==> src/logic/rss_pkg.sv <==
// rss_pkg: opcodes, flag positions and reset values for the rotate/subtract/skip slice
package rss_pkg;
	localparam int DATA_W = 8;
	localparam int OP_W   = 5;
	localparam int BIT_W  = 3;

	// ==========================================
	// operation codes
	localparam logic [4:0] OP_NONE               = 5'h00;
	localparam logic [4:0] OP_ROT_L_FLAG_WORK    = 5'h01;
	localparam logic [4:0] OP_ROT_R              = 5'h02;
	localparam logic [4:0] OP_ROT_R_WORK         = 5'h03;
	localparam logic [4:0] OP_ROT_R_FLAG         = 5'h04;
	localparam logic [4:0] OP_ROT_R_FLAG_WORK    = 5'h05;
	localparam logic [4:0] OP_SUB_BORROW_WORK    = 5'h06;
	localparam logic [4:0] OP_SUB_BORROW_MEM     = 5'h07;
	localparam logic [4:0] OP_SUB_WORK           = 5'h08;
	localparam logic [4:0] OP_SUB_MEM            = 5'h09;
	localparam logic [4:0] OP_SUB_IMM            = 5'h0A;
	localparam logic [4:0] OP_DEC_SKIP_ZERO      = 5'h0B;
	localparam logic [4:0] OP_DEC_SKIP_ZERO_WORK = 5'h0C;
	localparam logic [4:0] OP_INC_SKIP_ZERO      = 5'h0D;
	localparam logic [4:0] OP_INC_SKIP_ZERO_WORK = 5'h0E;
	localparam logic [4:0] OP_SKIP_BIT_SET       = 5'h0F;
	localparam logic [4:0] OP_SKIP_WHEN_ZERO     = 5'h10;
	localparam logic [4:0] OP_BYTE_SET           = 5'h11;
	localparam logic [4:0] OP_BIT_SET            = 5'h12;
	localparam logic [4:0] OP_NIBBLE_EXCH        = 5'h13;
	localparam logic [4:0] OP_NIBBLE_EXCH_WORK   = 5'h14;

	// ==========================================
	// flag vector positions
	localparam int FLAG_CARRY = 0;
	localparam int FLAG_HALF  = 1;
	localparam int FLAG_ZERO  = 2;
	localparam int FLAG_WRAP  = 3;

	// ==========================================
	// reset values and the all-ones byte set value
	localparam logic [7:0] WORK_RST  = 8'h00;
	localparam logic [3:0] FLAGS_RST = 4'h0;
	localparam logic [7:0] ALL_ONES  = 8'hFF;
endpackage

==> src/logic/rss_alu_if.sv <==
// rss_alu_if: bundle between the sequencer and the combinational alu core
`timescale 1ns/100ps
interface rss_alu_if;
	logic [4:0] op;
	logic [7:0] work;
	logic [7:0] operand;
	logic [2:0] bit_sel;
	logic [3:0] flags_old;
	logic [7:0] result;
	logic [3:0] flags_new;
	logic       to_work;
	logic       to_mem;
	logic       skip;
	modport core (input op, work, operand, bit_sel, flags_old,
		output result, flags_new, to_work, to_mem, skip);
	modport seq (output op, work, operand, bit_sel, flags_old,
		input result, flags_new, to_work, to_mem, skip);
endinterface

==> src/logic/rss_alu_top.sv <==
// rss_alu_top: rotate, subtract, skip and set datapath slice with flags
`timescale 1ns/100ps
module rss_alu_top (
	// clock and reset
	input  wire logic       ref_clk_in,
	input  wire logic       rst_in,
	// instruction issue
	input  wire logic       issue_in,
	input  wire logic [4:0] op_in,
	input  wire logic [7:0] operand_in,
	input  wire logic [2:0] bit_sel_in,
	// results
	output logic [7:0]      working_register_out,
	output logic [7:0]      mem_wdata_out,
	output logic            mem_we_out,
	output logic            carry_flag_out,
	output logic            half_borrow_flag_out,
	output logic            zero_flag_out,
	output logic            signed_wrap_flag_out,
	output logic            dummy_cycle_out,
	output logic            ready_out
);
	typedef enum {RSS_RUN, RSS_DUMMY} rss_state_t;

	rss_alu_if  a ();
	rss_state_t state;
	rss_state_t next_state;
	logic [7:0] working_register;
	logic [7:0] next_working_register;
	logic [3:0] flags;
	logic [3:0] next_flags;
	logic [7:0] mem_wdata;
	logic [7:0] next_mem_wdata;
	logic       mem_we;
	logic       next_mem_we;
	logic       take;

	rss_alu_core u_core (
		.a (a)
	);

	// ==========================================
	// operand steering
	assign a.op        = take ? op_in : rss_pkg::OP_NONE;
	assign a.work      = working_register;
	assign a.operand   = (op_in == rss_pkg::OP_SUB_IMM) ? operand_in : operand_in;
	assign a.bit_sel   = bit_sel_in;
	assign a.flags_old = flags;
	// issue is ignored during the dummy cycle of a taken skip
	assign take        = issue_in && (state == RSS_RUN);

	// ==========================================
	// next state
	always_comb begin
		next_state            = state;
		next_working_register = working_register;
		next_flags            = flags;
		next_mem_wdata        = mem_wdata;
		next_mem_we           = 1'b0;
		case (state)
			RSS_RUN: begin
				if (take) begin
					next_flags = a.flags_new;
					if (a.to_work) begin
						next_working_register = a.result;
					end
					if (a.to_mem) begin
						next_mem_wdata = a.result;
						next_mem_we    = 1'b1;
					end
					if (a.skip) begin
						next_state = RSS_DUMMY;
					end
				end
			end
			RSS_DUMMY: begin
				next_state = RSS_RUN;
			end
			default: begin
				next_state = RSS_RUN;
			end
		endcase
	end

	always_ff @(posedge ref_clk_in or posedge rst_in) begin
		if (rst_in) begin
			state            <= RSS_RUN;
			working_register <= rss_pkg::WORK_RST;
			flags            <= rss_pkg::FLAGS_RST;
			mem_wdata        <= rss_pkg::WORK_RST;
			mem_we           <= 1'b0;
		end else begin
			state            <= next_state;
			working_register <= next_working_register;
			flags            <= next_flags;
			mem_wdata        <= next_mem_wdata;
			mem_we           <= next_mem_we;
		end
	end

	// ==========================================
	// outputs from flops; dummy_cycle_out and ready_out are decoded from state
	assign working_register_out = working_register;
	assign mem_wdata_out        = mem_wdata;
	assign mem_we_out           = mem_we;
	assign carry_flag_out       = flags[rss_pkg::FLAG_CARRY];
	assign half_borrow_flag_out = flags[rss_pkg::FLAG_HALF];
	assign zero_flag_out        = flags[rss_pkg::FLAG_ZERO];
	assign signed_wrap_flag_out = flags[rss_pkg::FLAG_WRAP];
	assign dummy_cycle_out      = (state == RSS_DUMMY);
	assign ready_out            = (state == RSS_RUN);

	// ==========================================
	// assertions
	a_rot_left_carry: assert property (@(posedge ref_clk_in) disable iff (rst_in)
		(take && op_in == rss_pkg::OP_ROT_L_FLAG_WORK) |=>
		working_register == {$past(operand_in[6:0]), $past(flags[0])} &&
		flags[0] == $past(operand_in[7]) && !mem_we)
		else $error("left rotate through carry wrong");
	a_rot_right_mem: assert property (@(posedge ref_clk_in) disable iff (rst_in)
		(take && op_in == rss_pkg::OP_ROT_R) |=>
		mem_we && mem_wdata == {$past(operand_in[0]), $past(operand_in[7:1])} && $stable(flags))
		else $error("right rotate memory wrong");
	a_rot_right_work: assert property (@(posedge ref_clk_in) disable iff (rst_in)
		(take && op_in == rss_pkg::OP_ROT_R_WORK) |=>
		!mem_we && working_register == {$past(operand_in[0]), $past(operand_in[7:1])})
		else $error("right rotate to working wrong");
	a_rot_right_carry: assert property (@(posedge ref_clk_in) disable iff (rst_in)
		(take && op_in == rss_pkg::OP_ROT_R_FLAG) |=>
		mem_we && mem_wdata == {$past(flags[0]), $past(operand_in[7:1])} &&
		flags[0] == $past(operand_in[0]))
		else $error("right rotate through carry wrong");
	a_rot_carry_work: assert property (@(posedge ref_clk_in) disable iff (rst_in)
		(take && op_in == rss_pkg::OP_ROT_R_FLAG_WORK) |=>
		!mem_we && flags[3:1] == $past(flags[3:1]))
		else $error("carry rotate touched other flags");
	a_sub_carry: assert property (@(posedge ref_clk_in) disable iff (rst_in)
		(take && op_in == rss_pkg::OP_SUB_WORK) |=>
		flags[0] == ($past(working_register) >= $past(operand_in)))
		else $error("subtract carry wrong");
	a_sub_borrow: assert property (@(posedge ref_clk_in) disable iff (rst_in)
		(take && op_in == rss_pkg::OP_SUB_BORROW_WORK) |=>
		working_register == 8'($past(working_register) - $past(operand_in) -
		{7'h00, ~$past(flags[0])}))
		else $error("subtract with borrow wrong");
	a_skip_dummy: assert property (@(posedge ref_clk_in) disable iff (rst_in)
		(take && op_in == rss_pkg::OP_SKIP_WHEN_ZERO && operand_in == 8'h00) |=>
		dummy_cycle_out ##1 ready_out)
		else $error("taken skip lacks one dummy cycle");
	a_bit_set_mem: assert property (@(posedge ref_clk_in) disable iff (rst_in)
		(take && op_in == rss_pkg::OP_BIT_SET) |=>
		mem_we && mem_wdata[$past(bit_sel_in)] && $stable(flags))
		else $error("bit set wrong");
	a_inc_skip: assert property (@(posedge ref_clk_in) disable iff (rst_in)
		(take && op_in == rss_pkg::OP_INC_SKIP_ZERO) |=>
		mem_wdata == 8'($past(operand_in) + 8'h01) && dummy_cycle_out == (mem_wdata == 8'h00))
		else $error("increment skip wrong");
	c_skip_taken: cover property (@(posedge ref_clk_in) disable iff (rst_in) dummy_cycle_out);
	c_sub_neg: cover property (@(posedge ref_clk_in) disable iff (rst_in)
		take && op_in == rss_pkg::OP_SUB_MEM ##1 !carry_flag_out);
	c_wrap: cover property (@(posedge ref_clk_in) disable iff (rst_in) signed_wrap_flag_out);
endmodule // rss_alu_top

==> src/logic/rss_alu_core.sv <==
// rss_alu_core: combinational result, flag and skip generation
`timescale 1ns/100ps
module rss_alu_core (
	rss_alu_if.core a
);
	// ==========================================
	// subtract helper: work - b - borrow, returns {c,h,z,v,result}
	function automatic logic [11:0] sub_f(input logic [7:0] x, input logic [7:0] y,
		input logic bi);
		logic [8:0] d;
		logic [4:0] lo;
		logic       v;
		d  = {1'b0, x} - {1'b0, y} - {8'h00, bi};
		lo = {1'b0, x[3:0]} - {1'b0, y[3:0]} - {4'h0, bi};
		v  = (x[7] ^ y[7]) & (x[7] ^ d[7]);
		sub_f = {~d[8], ~lo[4], (d[7:0] == 8'h00), v, d[7:0]};
	endfunction

	logic [11:0] s;
	logic [7:0]  one_hot;

	always_comb begin
		s         = 12'h000;
		one_hot   = 8'h01 << a.bit_sel;
		a.result  = a.operand;
		a.flags_new = a.flags_old;
		a.to_work = 1'b0;
		a.to_mem  = 1'b0;
		a.skip    = 1'b0;
		case (a.op)
			rss_pkg::OP_ROT_L_FLAG_WORK: begin
				a.result = {a.operand[6:0], a.flags_old[rss_pkg::FLAG_CARRY]};
				a.flags_new[rss_pkg::FLAG_CARRY] = a.operand[7];
				a.to_work = 1'b1;
			end
			rss_pkg::OP_ROT_R: begin
				a.result = {a.operand[0], a.operand[7:1]};
				a.to_mem = 1'b1;
			end
			rss_pkg::OP_ROT_R_WORK: begin
				a.result = {a.operand[0], a.operand[7:1]};
				a.to_work = 1'b1;
			end
			rss_pkg::OP_ROT_R_FLAG, rss_pkg::OP_ROT_R_FLAG_WORK: begin
				a.result = {a.flags_old[rss_pkg::FLAG_CARRY], a.operand[7:1]};
				a.flags_new[rss_pkg::FLAG_CARRY] = a.operand[0];
				a.to_mem  = (a.op == rss_pkg::OP_ROT_R_FLAG);
				a.to_work = (a.op == rss_pkg::OP_ROT_R_FLAG_WORK);
			end
			rss_pkg::OP_SUB_BORROW_WORK, rss_pkg::OP_SUB_BORROW_MEM,
			rss_pkg::OP_SUB_WORK, rss_pkg::OP_SUB_MEM, rss_pkg::OP_SUB_IMM: begin
				// borrow in is the inverted carry, only for the borrow variants
				s = sub_f(a.work, a.operand,
					((a.op == rss_pkg::OP_SUB_BORROW_WORK) ||
					 (a.op == rss_pkg::OP_SUB_BORROW_MEM)) &
					~a.flags_old[rss_pkg::FLAG_CARRY]);
				a.result = s[7:0];
				a.flags_new[rss_pkg::FLAG_CARRY] = s[11];
				a.flags_new[rss_pkg::FLAG_HALF]  = s[10];
				a.flags_new[rss_pkg::FLAG_ZERO]  = s[9];
				a.flags_new[rss_pkg::FLAG_WRAP]  = s[8];
				a.to_mem  = (a.op == rss_pkg::OP_SUB_BORROW_MEM) ||
					(a.op == rss_pkg::OP_SUB_MEM);
				a.to_work = ~a.to_mem;
			end
			rss_pkg::OP_DEC_SKIP_ZERO, rss_pkg::OP_DEC_SKIP_ZERO_WORK: begin
				a.result  = a.operand - 8'h01;
				a.skip    = (a.result == 8'h00);
				a.to_mem  = (a.op == rss_pkg::OP_DEC_SKIP_ZERO);
				a.to_work = ~a.to_mem;
			end
			rss_pkg::OP_INC_SKIP_ZERO, rss_pkg::OP_INC_SKIP_ZERO_WORK: begin
				a.result  = a.operand + 8'h01;
				a.skip    = (a.result == 8'h00);
				a.to_mem  = (a.op == rss_pkg::OP_INC_SKIP_ZERO);
				a.to_work = ~a.to_mem;
			end
			rss_pkg::OP_SKIP_BIT_SET: begin
				a.skip = |(a.operand & one_hot);
			end
			rss_pkg::OP_SKIP_WHEN_ZERO: begin
				a.skip = (a.operand == 8'h00);
			end
			rss_pkg::OP_BYTE_SET: begin
				a.result = rss_pkg::ALL_ONES;
				a.to_mem = 1'b1;
			end
			rss_pkg::OP_BIT_SET: begin
				a.result = a.operand | one_hot;
				a.to_mem = 1'b1;
			end
			rss_pkg::OP_NIBBLE_EXCH, rss_pkg::OP_NIBBLE_EXCH_WORK: begin
				a.result  = {a.operand[3:0], a.operand[7:4]};
				a.to_mem  = (a.op == rss_pkg::OP_NIBBLE_EXCH);
				a.to_work = ~a.to_mem;
			end
			default: begin
				a.result = a.operand;
			end
		endcase
	end
endmodule // rss_alu_core

==> config.mk <==
export PLATFORM = sky130hd
export DESIGN_NAME = rss_alu_top
export DESIGN_NICKNAME = d
export VERILOG_FILES = /design/src/logic/rss_pkg.sv /design/src/logic/rss_alu_if.sv /design/src/logic/rss_alu_top.sv /design/src/logic/rss_alu_core.sv
export SDC_FILE = /design/constraint.sdc
export NUM_CORES = 1
export LEC_CHECK = 0
export ABC_AREA = 0
export BUFFER_PORTS_ARGS = -buffer_cell sky130_fd_sc_hd__buf_2
export CORE_MARGIN = 5
export CORE_UTILIZATION = 63
export CTS_CLUSTER_DIAMETER = 150
export DETAILED_ROUTE_END_ITERATION = 8
export GPL_ROUTABILITY_DRIVEN = 0
export MAX_ROUTING_LAYER = met4
export PLACE_DENSITY = 0.87
export SLEW_MARGIN = 20
export SYNTH_ARGS = -nofsm -noshare
export SYNTH_HDL_FRONTEND = slang
export SYNTH_SLANG_ARGS = --single-unit
==> constraint.sdc <==
create_clock -name ref_clk_in -period 9.9 [get_ports ref_clk_in]
set_input_delay 0.495 -clock ref_clk_in [delete_from_list [all_inputs] [get_ports ref_clk_in]]
set_output_delay 0.495 -clock ref_clk_in [all_outputs]
set_load 0.02 [all_outputs]
==> results.ini, run 1 <==
[floorplan]
chipHeight_microns=75.1
die_width_microns=75.1
coreArea_sq_um=4060
io-pin-count=42
die_area_sq_um=5640
initial_core_util_pct=65.9
rows=23

[cells_and_area]
area_delta_synth_final_pct=8.80
layout-drive-gt1-share_pct=19.0
antenna_cells=0
nFillCells=348
nNetsFinal=400
instances_no_fill=408

[clock_network]
cts_tree=done
cts_buffers=3
cts_setup_buffers=0
cts.path.max_buffers=2
htree_levels=1
cts.clk_slew.worst_paths_ns=0.08
cts_root_buf=clkbuf_8
holdBufCountCts=0
clock_sinks=22
post_cts_resized=0
clk_latency_ns=0.26

[routing]
post_drt_wl_per_cell_microns=19.2
first_pass_iters=6
route.detailed.drc=0
vias=2797
wl_microns=7850
ant_nets=0
drtIter0Drc=432
viasPerCell=6.86

[worst_setup_path]
crit_arrival_ns=4.18
r2r-end=mem_wdata_out[7]
end_kind=flip-flop
crit_required_ns=10.05
reg2reg_depth=11
worstSetupPathType=flip-flop to flip-flop
cp-start-kind=flip-flop
r2r_setup_slack_ns=5.87
worstPathMaxFanout=7
r2r-start=state[0]
crit_start=state[0]

[synth]
synthesis.nets=373
syn_area_sq_um=2670
ys_ff_latch=22
synth.yosys.seq_area_share_pct=20.6
ys_top_cells_by_area=dfrtp_1 (21%), ha_1 (8.9%), mux2_2 (5.9%)
yosysUniqueCellTypes=62
syn_inst=333
synth_ff_type=dfrtp_1
avgSynthCellArea_sq_um=8.03
synth_edf_count=0
async_reset_ff_share_pct=100
ys_warn_count=0
yosysTopAreaCellShare_pct=20.6
synth_top_area_cell=dfrtp_1

[grt]
grt_pass1_wl_microns=12800
grt_max_degree=23
grt_use_total_pct=30.1
grt_antenna_before_repair=0
grt_pass1_vias=2635
grt-ovfl-total=0

[placement]
pre_cts_ws_ns=5.73
placed_cells_incl_taps=405
io_buffers=41
hpwl_microns=5880

[sta]
period_share_pct=40.7
setup_ws_ns=5.87
skew_ns=0.00922
clock.fmax_mhz=248
finalCriticalPeriod_ns=4.03
rsz0062_at_grt=no
hold_viol_final=0
setup_viol=0
worst_pin_slew_ns=0.829
maxSlewViolCount=0
relSlewSlack_pct=44.7
fin_setup_tns_ns=0

[flow_run]
drv_cap=0

[power]
vdd_drop_max_mv=0.133
leakage_nw=1.31
powerDensity_nw_per_um2=154

[status]
status=complete, no violations

[min_path]
hold_path.class=input pin to async pin

-- worst max-delay path, stage by stage, from the launching register on --
cell	delay (ns)
dfrtp_1	0.45
or3b_2	0.60
or4_1	0.53
fa_1	0.53
inv_1	0.05
ha_1	0.17
o21ai_0	0.29
o2bb2ai_1	0.24
and4bb_2	0.28
nor3_1	0.35
nor2_1	0.13
o31a_1	0.31
-- cells by family after synthesis --
logic type | share of synthesized area (%)
fa+ha+maj | 10.4
mux | 7.40
compound gates | 23.6
buf+inv | 6.69
flops | 20.6
simple gates | 23.1
xor+xnor | 8.19
-- flip-flops by register name, indices dropped and copies added, names as in the netlist --
| register | cells |
|---|---|
| a.flags_old | 4 |
| state | 1 |
| working_register_out | 8 |
| mem_we_out | 1 |
| mem_wdata_out | 8 |
-- worst max-delay path by stage --
stage                     depth (start not counted)  slack (ns)                      end
after CTS                                        11        5.91  working_register_out[7]
after global placement                           12        5.84         mem_wdata_out[7]
final                                            11        5.87         mem_wdata_out[7]
after floorplan                                  12        6.12  working_register_out[7]
after global routing                             11        5.66  working_register_out[7]
after detailed placement                         12        5.73  working_register_out[7]
-- cells in the mapped netlist, drive strengths merged, types with 3 or more instances --
cell type and number:
nand2 32, inv 26, dfrtp 22, ha 19, nor2 19, o21ai 17
nand3 16, clkbuf 15, mux2 14, xnor2 13, xor2 12, a21oi 9
nor3 9, nand2b 8, a31oi 6, and3 6, buf 5, o2bb2ai 5
mux2i 4, nor2b 4, o2111ai 4, a211oi 3, a32oi 3, nand3b 3
nor3b 3, o211ai 3, o221ai 3, or3 3
-- cells in the final DEF, fill, tap and decap left out, types with 5 or more instances in the layout --
cell type and instances:
buf_2 41, nand2_1 32, inv_1 25, dfrtp_1 22
nor2_1 19, ha_1 19, o21ai_0 16, nand3_1 16
mux2_2 14, xnor2_1 13, xor2_1 12, a21oi_1 9
nor3_1 9, nand2b_1 8, a31oi_1 6, and3_1 6
o2bb2ai_1 5
-- power by group --
| group | total (mW) | switching (mW) | leakage [nW] | internal, mW |
|---|---|---|---|---|
| Combinational | 0.263 | 0.159 | 1.02 | 0.104 |
| Clock | 0.0542 | 0.0271 | 0.0216 | 0.0271 |
| Sequential | 0.130 | 0.0185 | 0.276 | 0.112 |
-- through the flow --
step	hold slack [ns]	instance area, sq um	util (%)	power, mW
2_1_floorplan	0.484	2670	-	0.314
3_3_place_gp	0.464	2870	70.6	0.376
3_5_place_dp	0.487	2870	70.6	0.388
4_1_cts	0.414	2910	71.7	0.445
5_1_grt	0.457	2910	71.7	0.477
6_report	0.389	2910	71.7	0.447
-- cell type report --
class                   instances  area, sq um  share of cell area (%)
multi-input cells             265         1940                    66.8
repair buffers                 42          213                    7.31
clock buffers                   3         41.3                    1.42
flip-flops and latches         22          551                    18.9
well taps                      50         62.6                    2.15
inverters                      26         97.6                    3.36
-- routing by layer --
| layer | vias up | part of all wire [%] | GRT usage (%) |
|---|---|---|---|
| met5 | - | 0 | - |
| met4 | 0 | 3.0 | 8.54 |
| met3 | 31 | 9.6 | 4.67 |
| met2 | 185 | 49 | 48.7 |
| met1 | 1309 | 38 | 39.2 |
| li1 | 1272 | - | - |
Power figures use the tool's default switching activity.
==> run 2, diff against run 1 <==
- ABC_AREA: 0 -> 1
- CORE_UTILIZATION: 63 -> 53
- PLACE_DENSITY: 0.87 -> 0.78
- clock period: 9.9 -> 3.7 ns (I/O delays scaled with it)
==> run 2 against run 1 <==
  * Total power rose to 3.0 times the previous value
  * Clock power rose to 4.1 times the previous value
  * Clock skew is 0.0025 ns lower
  * Highest routed layer unchanged
  * Routed wire length rose by 0.75%
  * Clock-buffer cell count did not move
  * First-iteration DRC count is 23% lower
  * Combinational power rose to 2.9 times the previous value
  * Synthesized area up 1.3%
  * Cell area increased by 3.9%
  * Critical endpoint is now working_register_out[4]
  * Synthesized cell count rose by 34%
  * Maximum frequency up 35%
==> results.ini, run 2 <==
[routing]
wl_microns=7910
post_drt_wl_per_cell_microns=14.3
drtIter0Drc=333
first_pass_iters=6
route.detailed.drc=0
viasPerCell=5.59
vias=3079
ant_nets=0

[floorplan]
rows=26
die_width_microns=81.5
chipHeight_microns=81.5
die_area_sq_um=6640
io-pin-count=42
initial_core_util_pct=53.7
coreArea_sq_um=5040

[worst_setup_path]
r2r-start=state[0]
critPathTopFamily=simple AND/OR/NAND/NOR gates
critPathSlowestCell=fa_1
cpMostUsedCell=nand2_1
crit_required_ns=3.85
cp_num_buf_inv=2
worstSetupPathType=flip-flop to flip-flop
cp-start-kind=flip-flop
end_kind=flip-flop
crit_arrival_ns=3.12
worstPathMaxFanout=7
max_stage_delay_ns=0.44
path_cells=inv_2 > nand3_1 > nor2_4 > nand4_1 > fa_1 > fa_1 > inv_1 > nand2_1 > nand2_1 > nand2_1 > xor2_1 > nand2_1 > nand3_1 > nor2_1 > nand2_1 > nand2_1 > o21ai_1
r2r_setup_slack_ns=0.73
crit_start=state[0]

[synth]
syn_area_sq_um=2710
netlist_top_cells_count=nand2_1 (145), inv_1 (56), nand3_1 (46), nor2_1 (33)
async_reset_ff_share_pct=100
avgSynthCellArea_sq_um=6.07
synthesis.nets=486
ys_warn_count=0
synth_ff_type=dfrtp_1
synth_top_area_cell=dfrtp_1
yosysMostFrequentCell=nand2_1
ys_ff_latch=22
ys_top_cells_by_area=dfrtp_1 (20%), nand2_1 (20%), ha_1 (8.8%)
yosysTopAreaCellShare_pct=20.3
synth.yosys.seq_area_share_pct=20.3
yosysUniqueCellTypes=35
synth_edf_count=0
syn_inst=446

[clock_network]
holdBufCountCts=0
cts.clk_slew.worst_paths_ns=0.08
post_cts_resized=0
clk_latency_ns=0.26
htree_levels=1
cts_tree=done
cts_buffers=3
cts.path.max_buffers=2
clock_sinks=22
cts_root_buf=clkbuf_8
cts_setup_buffers=0

[power]
leakage_nw=1.69
p_int_mw=0.713
switching_power_mw=0.627
switching_share_pct=46.8
vdd_drop_max_mv=0.357
powerDensity_nw_per_um2=444
p_comb_share_pct=56.8
power_mw=1.34
p_seq_share_pct=26.6
pwr-share-clk_pct=16.6

[cells_and_area]
instances_no_fill=551
area_delta_synth_final_pct=11.6
layout.cells.most_common=nand2_1
mostFrequentLayoutCells=nand2_1 (145), inv_1 (56), nand3_1 (46), buf_2 (41), nor2_1 (33)
layout-drive-gt1-share_pct=14.3
multiInputGateArea_sq_um=1870
nFillCells=510
nNetsFinal=522
fin_util_pct=59.9
seq_area_sq_um=551
antenna_cells=0

[grt]
grt_pass1_wl_microns=12700
grt_max_degree=23
grt_use_total_pct=24.6
grt-ovfl-total=0
grt_antenna_before_repair=0
grt_pass1_vias=2744

[sta]
hold_viol_final=0
skew_ns=0.00677
period_share_pct=80.3
setup_ws_ns=0.728
finalCriticalPeriod_ns=2.97
worst_pin_slew_ns=0.817
relSlewSlack_pct=45.5
maxSlewViolCount=0
setup_viol=0
fin_setup_tns_ns=0
rsz0062_at_grt=no
clock.fmax_mhz=336

[status]
status=complete, no violations

[placement]
io_buffers=41
placed_cells_incl_taps=547
hpwl_microns=6200
pre_cts_ws_ns=0.761

[min_path]
hold_path.class=input pin to async pin

[flow_run]
drv_cap=0

## run 2: cell count changes in the layout (fill, tap and decap cells not counted), sizes merged, moves of 5 or more
| cell | delta |
|---|---|
| inv | +36 |
| a31oi | -5 |
| nand2 | +118 |
| nor2 | +22 |
| nand3 | +32 |
| and3 | -6 |
| o21ai | +6 |
| nand4 | +21 |
| nand2b | -8 |
| xnor2 | -12 |
| o2bb2ai | -5 |
| mux2 | -14 |
## run 2: logic make-up (layout without fill, tap and decap cells)
kind of cell / Yosys count / after routing / synth area share (%)
compound gates: 37 / 37 / 7.77
flops: 22 / 22 / 20.3
buf+inv: 72 / 107 / 10.4
xor+xnor: 14 / 14 / 4.53
simple gates: 280 / 280 / 46.6
fa+ha+maj: 21 / 21 / 10.3
## run 2: layout make-up
type                       count  share of cell area (%)
inverter                      62                    7.71
multi-input combinational    352                    62.0
timing repair buffer          41                    6.79
clock buffer                   3                    1.37
clock inverter                 1                   0.994
sequential                    22                    18.2
tap                           70                    2.90
## run 2: layer usage
layer / part of all wire, % / vias to the layer above / wire length, microns / global-route usage (%)
li1: - / 1515 / - / -
met1: 44 / 1391 / 3480 / 33.3
met2: 46 / 150 / 3650 / 39.7
met3: 7.7 / 23 / 610 / 2.74
met4: 2.1 / 0 / 167 / 5.57
met5: 0 / - / 0 / -
## run 2: worst register-to-register path, stage by stage, from the launching register on
cell and delay [ns]:
dfrtp_1 0.43, inv_2 0.10, nand3_1 0.15, nor2_4 0.18, nand4_1 0.12, fa_1 0.44
fa_1 0.41, inv_1 0.07, nand2_1 0.06, nand2_1 0.06, nand2_1 0.13, xor2_1 0.19
nand2_1 0.09, nand3_1 0.08, nor2_1 0.11, nand2_1 0.11, nand2_1 0.09, o21ai_1 0.07
## run 2: through the flow
| step | area [sq um] | hold WS [ns] |
|---|---|---|
| floorplan | 2710 | 0.174 |
| global placement | 2950 | 0.375 |
| CTS | 3020 | 0.0951 |
| global route | 3020 | 0.142 |
| detailed placement | 2950 | 0.386 |
| finish | 3020 | 0.0653 |
## run 2: path summary, 6_finish.rpt
kind / endpoint / cells after the start
max in group asynchronous: working_register_out[1] / 2
worst max-delay path: working_register_out[4] / 17
worst min register to register: mem_wdata_out[6] / 2
worst max register to register: working_register_out[4] / 17
min in group ref_clk_in: a.flags_old[0] / 4
worst min-delay path: working_register_out[6] / 2
## run 2: power groups by stage
stage | Sequential, mW | Combinational (mW) | Clock, mW
2_1_floorplan | 0.436 | 0.463 | 0
3_3_place_gp | 0.359 | 0.736 | 0
3_5_place_dp | 0.358 | 0.751 | 0
4_1_cts | 0.356 | 0.756 | 0.224
5_1_grt | 0.367 | 0.847 | 0.237
6_report | 0.357 | 0.761 | 0.223
==> run 3, diff against run 2 <==
- ABC_AREA: 1 -> 0
- CORE_UTILIZATION: 53 -> 52
- PLACE_DENSITY: 0.78 -> 0.77
- clock period: 3.7 -> 2.6 ns (I/O delays scaled with it)
==> run 3 against run 2 <==
  * The flow now finishes with violations (negative setup slack)
  * Critical path depth down 7
  * Global-route usage up 1.7 points
  * Sequential cell count unchanged
  * Clock power up 11%
  * Clock-buffer cell count up 1
  * Utilization up 6.8 points
  * Hold slack worse by 0.035 ns
  * Combinational power up 85%
  * Critical path type unchanged
==> results.ini, run 3 (synthesis gave the netlist of run 1 again) <==
[sta]
period_share_pct=126
worst_pin_slew_ns=0.850
skew_ns=0.00522
hold_viol_final=0
relSlewSlack_pct=43.3
finalCriticalPeriod_ns=3.28
worst_hold_slack_ns=0.0300
clock.fmax_mhz=305
maxSlewViolCount=0
rsz0062_at_grt=yes
setup_ws_ns=-0.681
setup_viol=20
fin_setup_tns_ns=-9.94

[cells_and_area]
nFillCells=403
instances_no_fill=457
area_delta_synth_final_pct=25.9
antenna_cells=0
mostFrequentLayoutCells=buf_2 (41), nand2_1 (32), buf_4 (28), inv_1 (24), dfrtp_1 (21)
layout.cells.most_common=buf_2
nNetsFinal=428
layout-drive-gt1-share_pct=32.3

[clock_network]
cts_root_buf=clkbuf_8
clk_latency_ns=0.26
htree_levels=1
cts.clk_slew.worst_paths_ns=0.08
cts.path.max_buffers=2
cts_tree=done
clock_sinks=22
cts_buffers=3

[floorplan]
die_area_sq_um=6670
initial_core_util_pct=53.0
chipHeight_microns=81.7
io-pin-count=42
die_width_microns=81.7
rows=26
coreArea_sq_um=5040

[routing]
wl_microns=8400
route.detailed.drc=0
viasPerCell=6.40
drtIter0Drc=313
ant_nets=0
vias=2925
first_pass_iters=5
post_drt_wl_per_cell_microns=18.4

[grt]
grt-ovfl-total=0
grt_pass1_vias=2821
grt_pass1_wl_microns=13300
grt_antenna_before_repair=0
grt_max_degree=23
grt_use_total_pct=26.3

[worst_setup_path]
worstSetupPathType=flip-flop to flip-flop
cp_num_buf_inv=0
cpMostUsedCell=fa_2
critPathTopFamily=simple AND/OR/NAND/NOR gates
end_kind=flip-flop
crit_arrival_ns=3.43
r2r_setup_slack_ns=-0.68
critPathSlowestCell=or4_4
path_cells=or3b_4 > or4_4 > fa_2 > fa_2 > nand2b_4 > a21oi_4 > o2bb2ai_2 > xor2_1 > o2111ai_2 > mux2_2
cp-start-kind=flip-flop
r2r-end=working_register_out[6]
crit_required_ns=2.75
worstPathMaxFanout=3
r2r-start=state[0]
reg2reg_depth=10
max_stage_delay_ns=0.44
cp.depth=10

[power]
powerDensity_nw_per_um2=638
vdd_drop_max_mv=0.434
leakage_nw=1.52

[status]
status=complete, but fails checks
violations=negative setup slack

[placement]
hpwl_microns=6100
io_buffers=41
placed_cells_incl_taps=446
pre_cts_ws_ns=-0.612

[flow_run]
drv_cap=0

[min_path]
hold_path.class=input pin to async pin

## run 3: cell count changes in the layout (fill, tap and decap cells not counted), moves of 10 or more
| cell | previous run | this run |
|---|---|---|
| nor2_1 | 33 | 18 |
| buf_4 | 0 | 28 |
| xnor2_1 | 1 | 11 |
| nand4_1 | 22 | 1 |
| nand3_1 | 46 | 15 |
| nand2_1 | 145 | 32 |
| inv_1 | 56 | 24 |
## run 3: metrics by stage
| stage | utilization, % | total power [mW] | cell area [sq um] |
|---|---|---|---|
| CTS | 64.5 | 1.96 | 3250 |
| detailed placement | 62.1 | 1.63 | 3130 |
| floorplan | - | 1.29 | 2770 |
| finish | 66.7 | 2.15 | 3370 |
| global placement | 62.1 | 1.60 | 3130 |
| global route | 66.7 | 2.28 | 3370 |
## run 3: layer usage
layer	part of all wire, %	track usage [%]	vias to the layer above
met2	44	39.8	195
met3	9.9	5.59	42
met4	4.6	11.0	0
met1	42	34.2	1358
li1	-	-	1330
met5	0	-	-
## run 3: layout make-up
cell class,count,area (sq um),area share (%)
Inverter,26,97.6,2.90
Multi-Input combinational cell,265,2150,63.8
Sequential cell,22,552,16.4
Clock buffer,4,55.1,1.64
Timing Repair Buffer,70,427,12.7
Tap cell,70,87.6,2.60
## run 3: power breakdown
group	leakage, nW	switching [mW]	internal, mW	total, mW
combinational	1.22	0.748	0.667	1.41
clock	0.0288	0.112	0.135	0.247
sequential	0.274	0.0609	0.424	0.485
total	1.52	0.921	1.23	2.15
## run 3: how the worst max path moves through the flow
stage / startpoint / to / slack (ns)
3_3_place_gp: state[0] / a.flags_old[2] / -0.52
4_1_cts: state[0] / working_register_out[7] / -0.63
6_report: state[0] / working_register_out[6] / -0.68
3_5_place_dp: state[0] / mem_wdata_out[7] / -0.61
2_1_floorplan: state[0] / mem_wdata_out[6] / -0.69
5_1_grt: state[0] / working_register_out[6] / -0.77
## run 3: repair_timing
| item | CTS | global route |
|---|---|---|
| resized for setup | 11 | 17 |
| endpoints found under the setup margin | 20 | 20 |
| hold buffers | 0 | 0 |
| pin swaps | 3 | 7 |
| setup buffers | 2 | 5 |
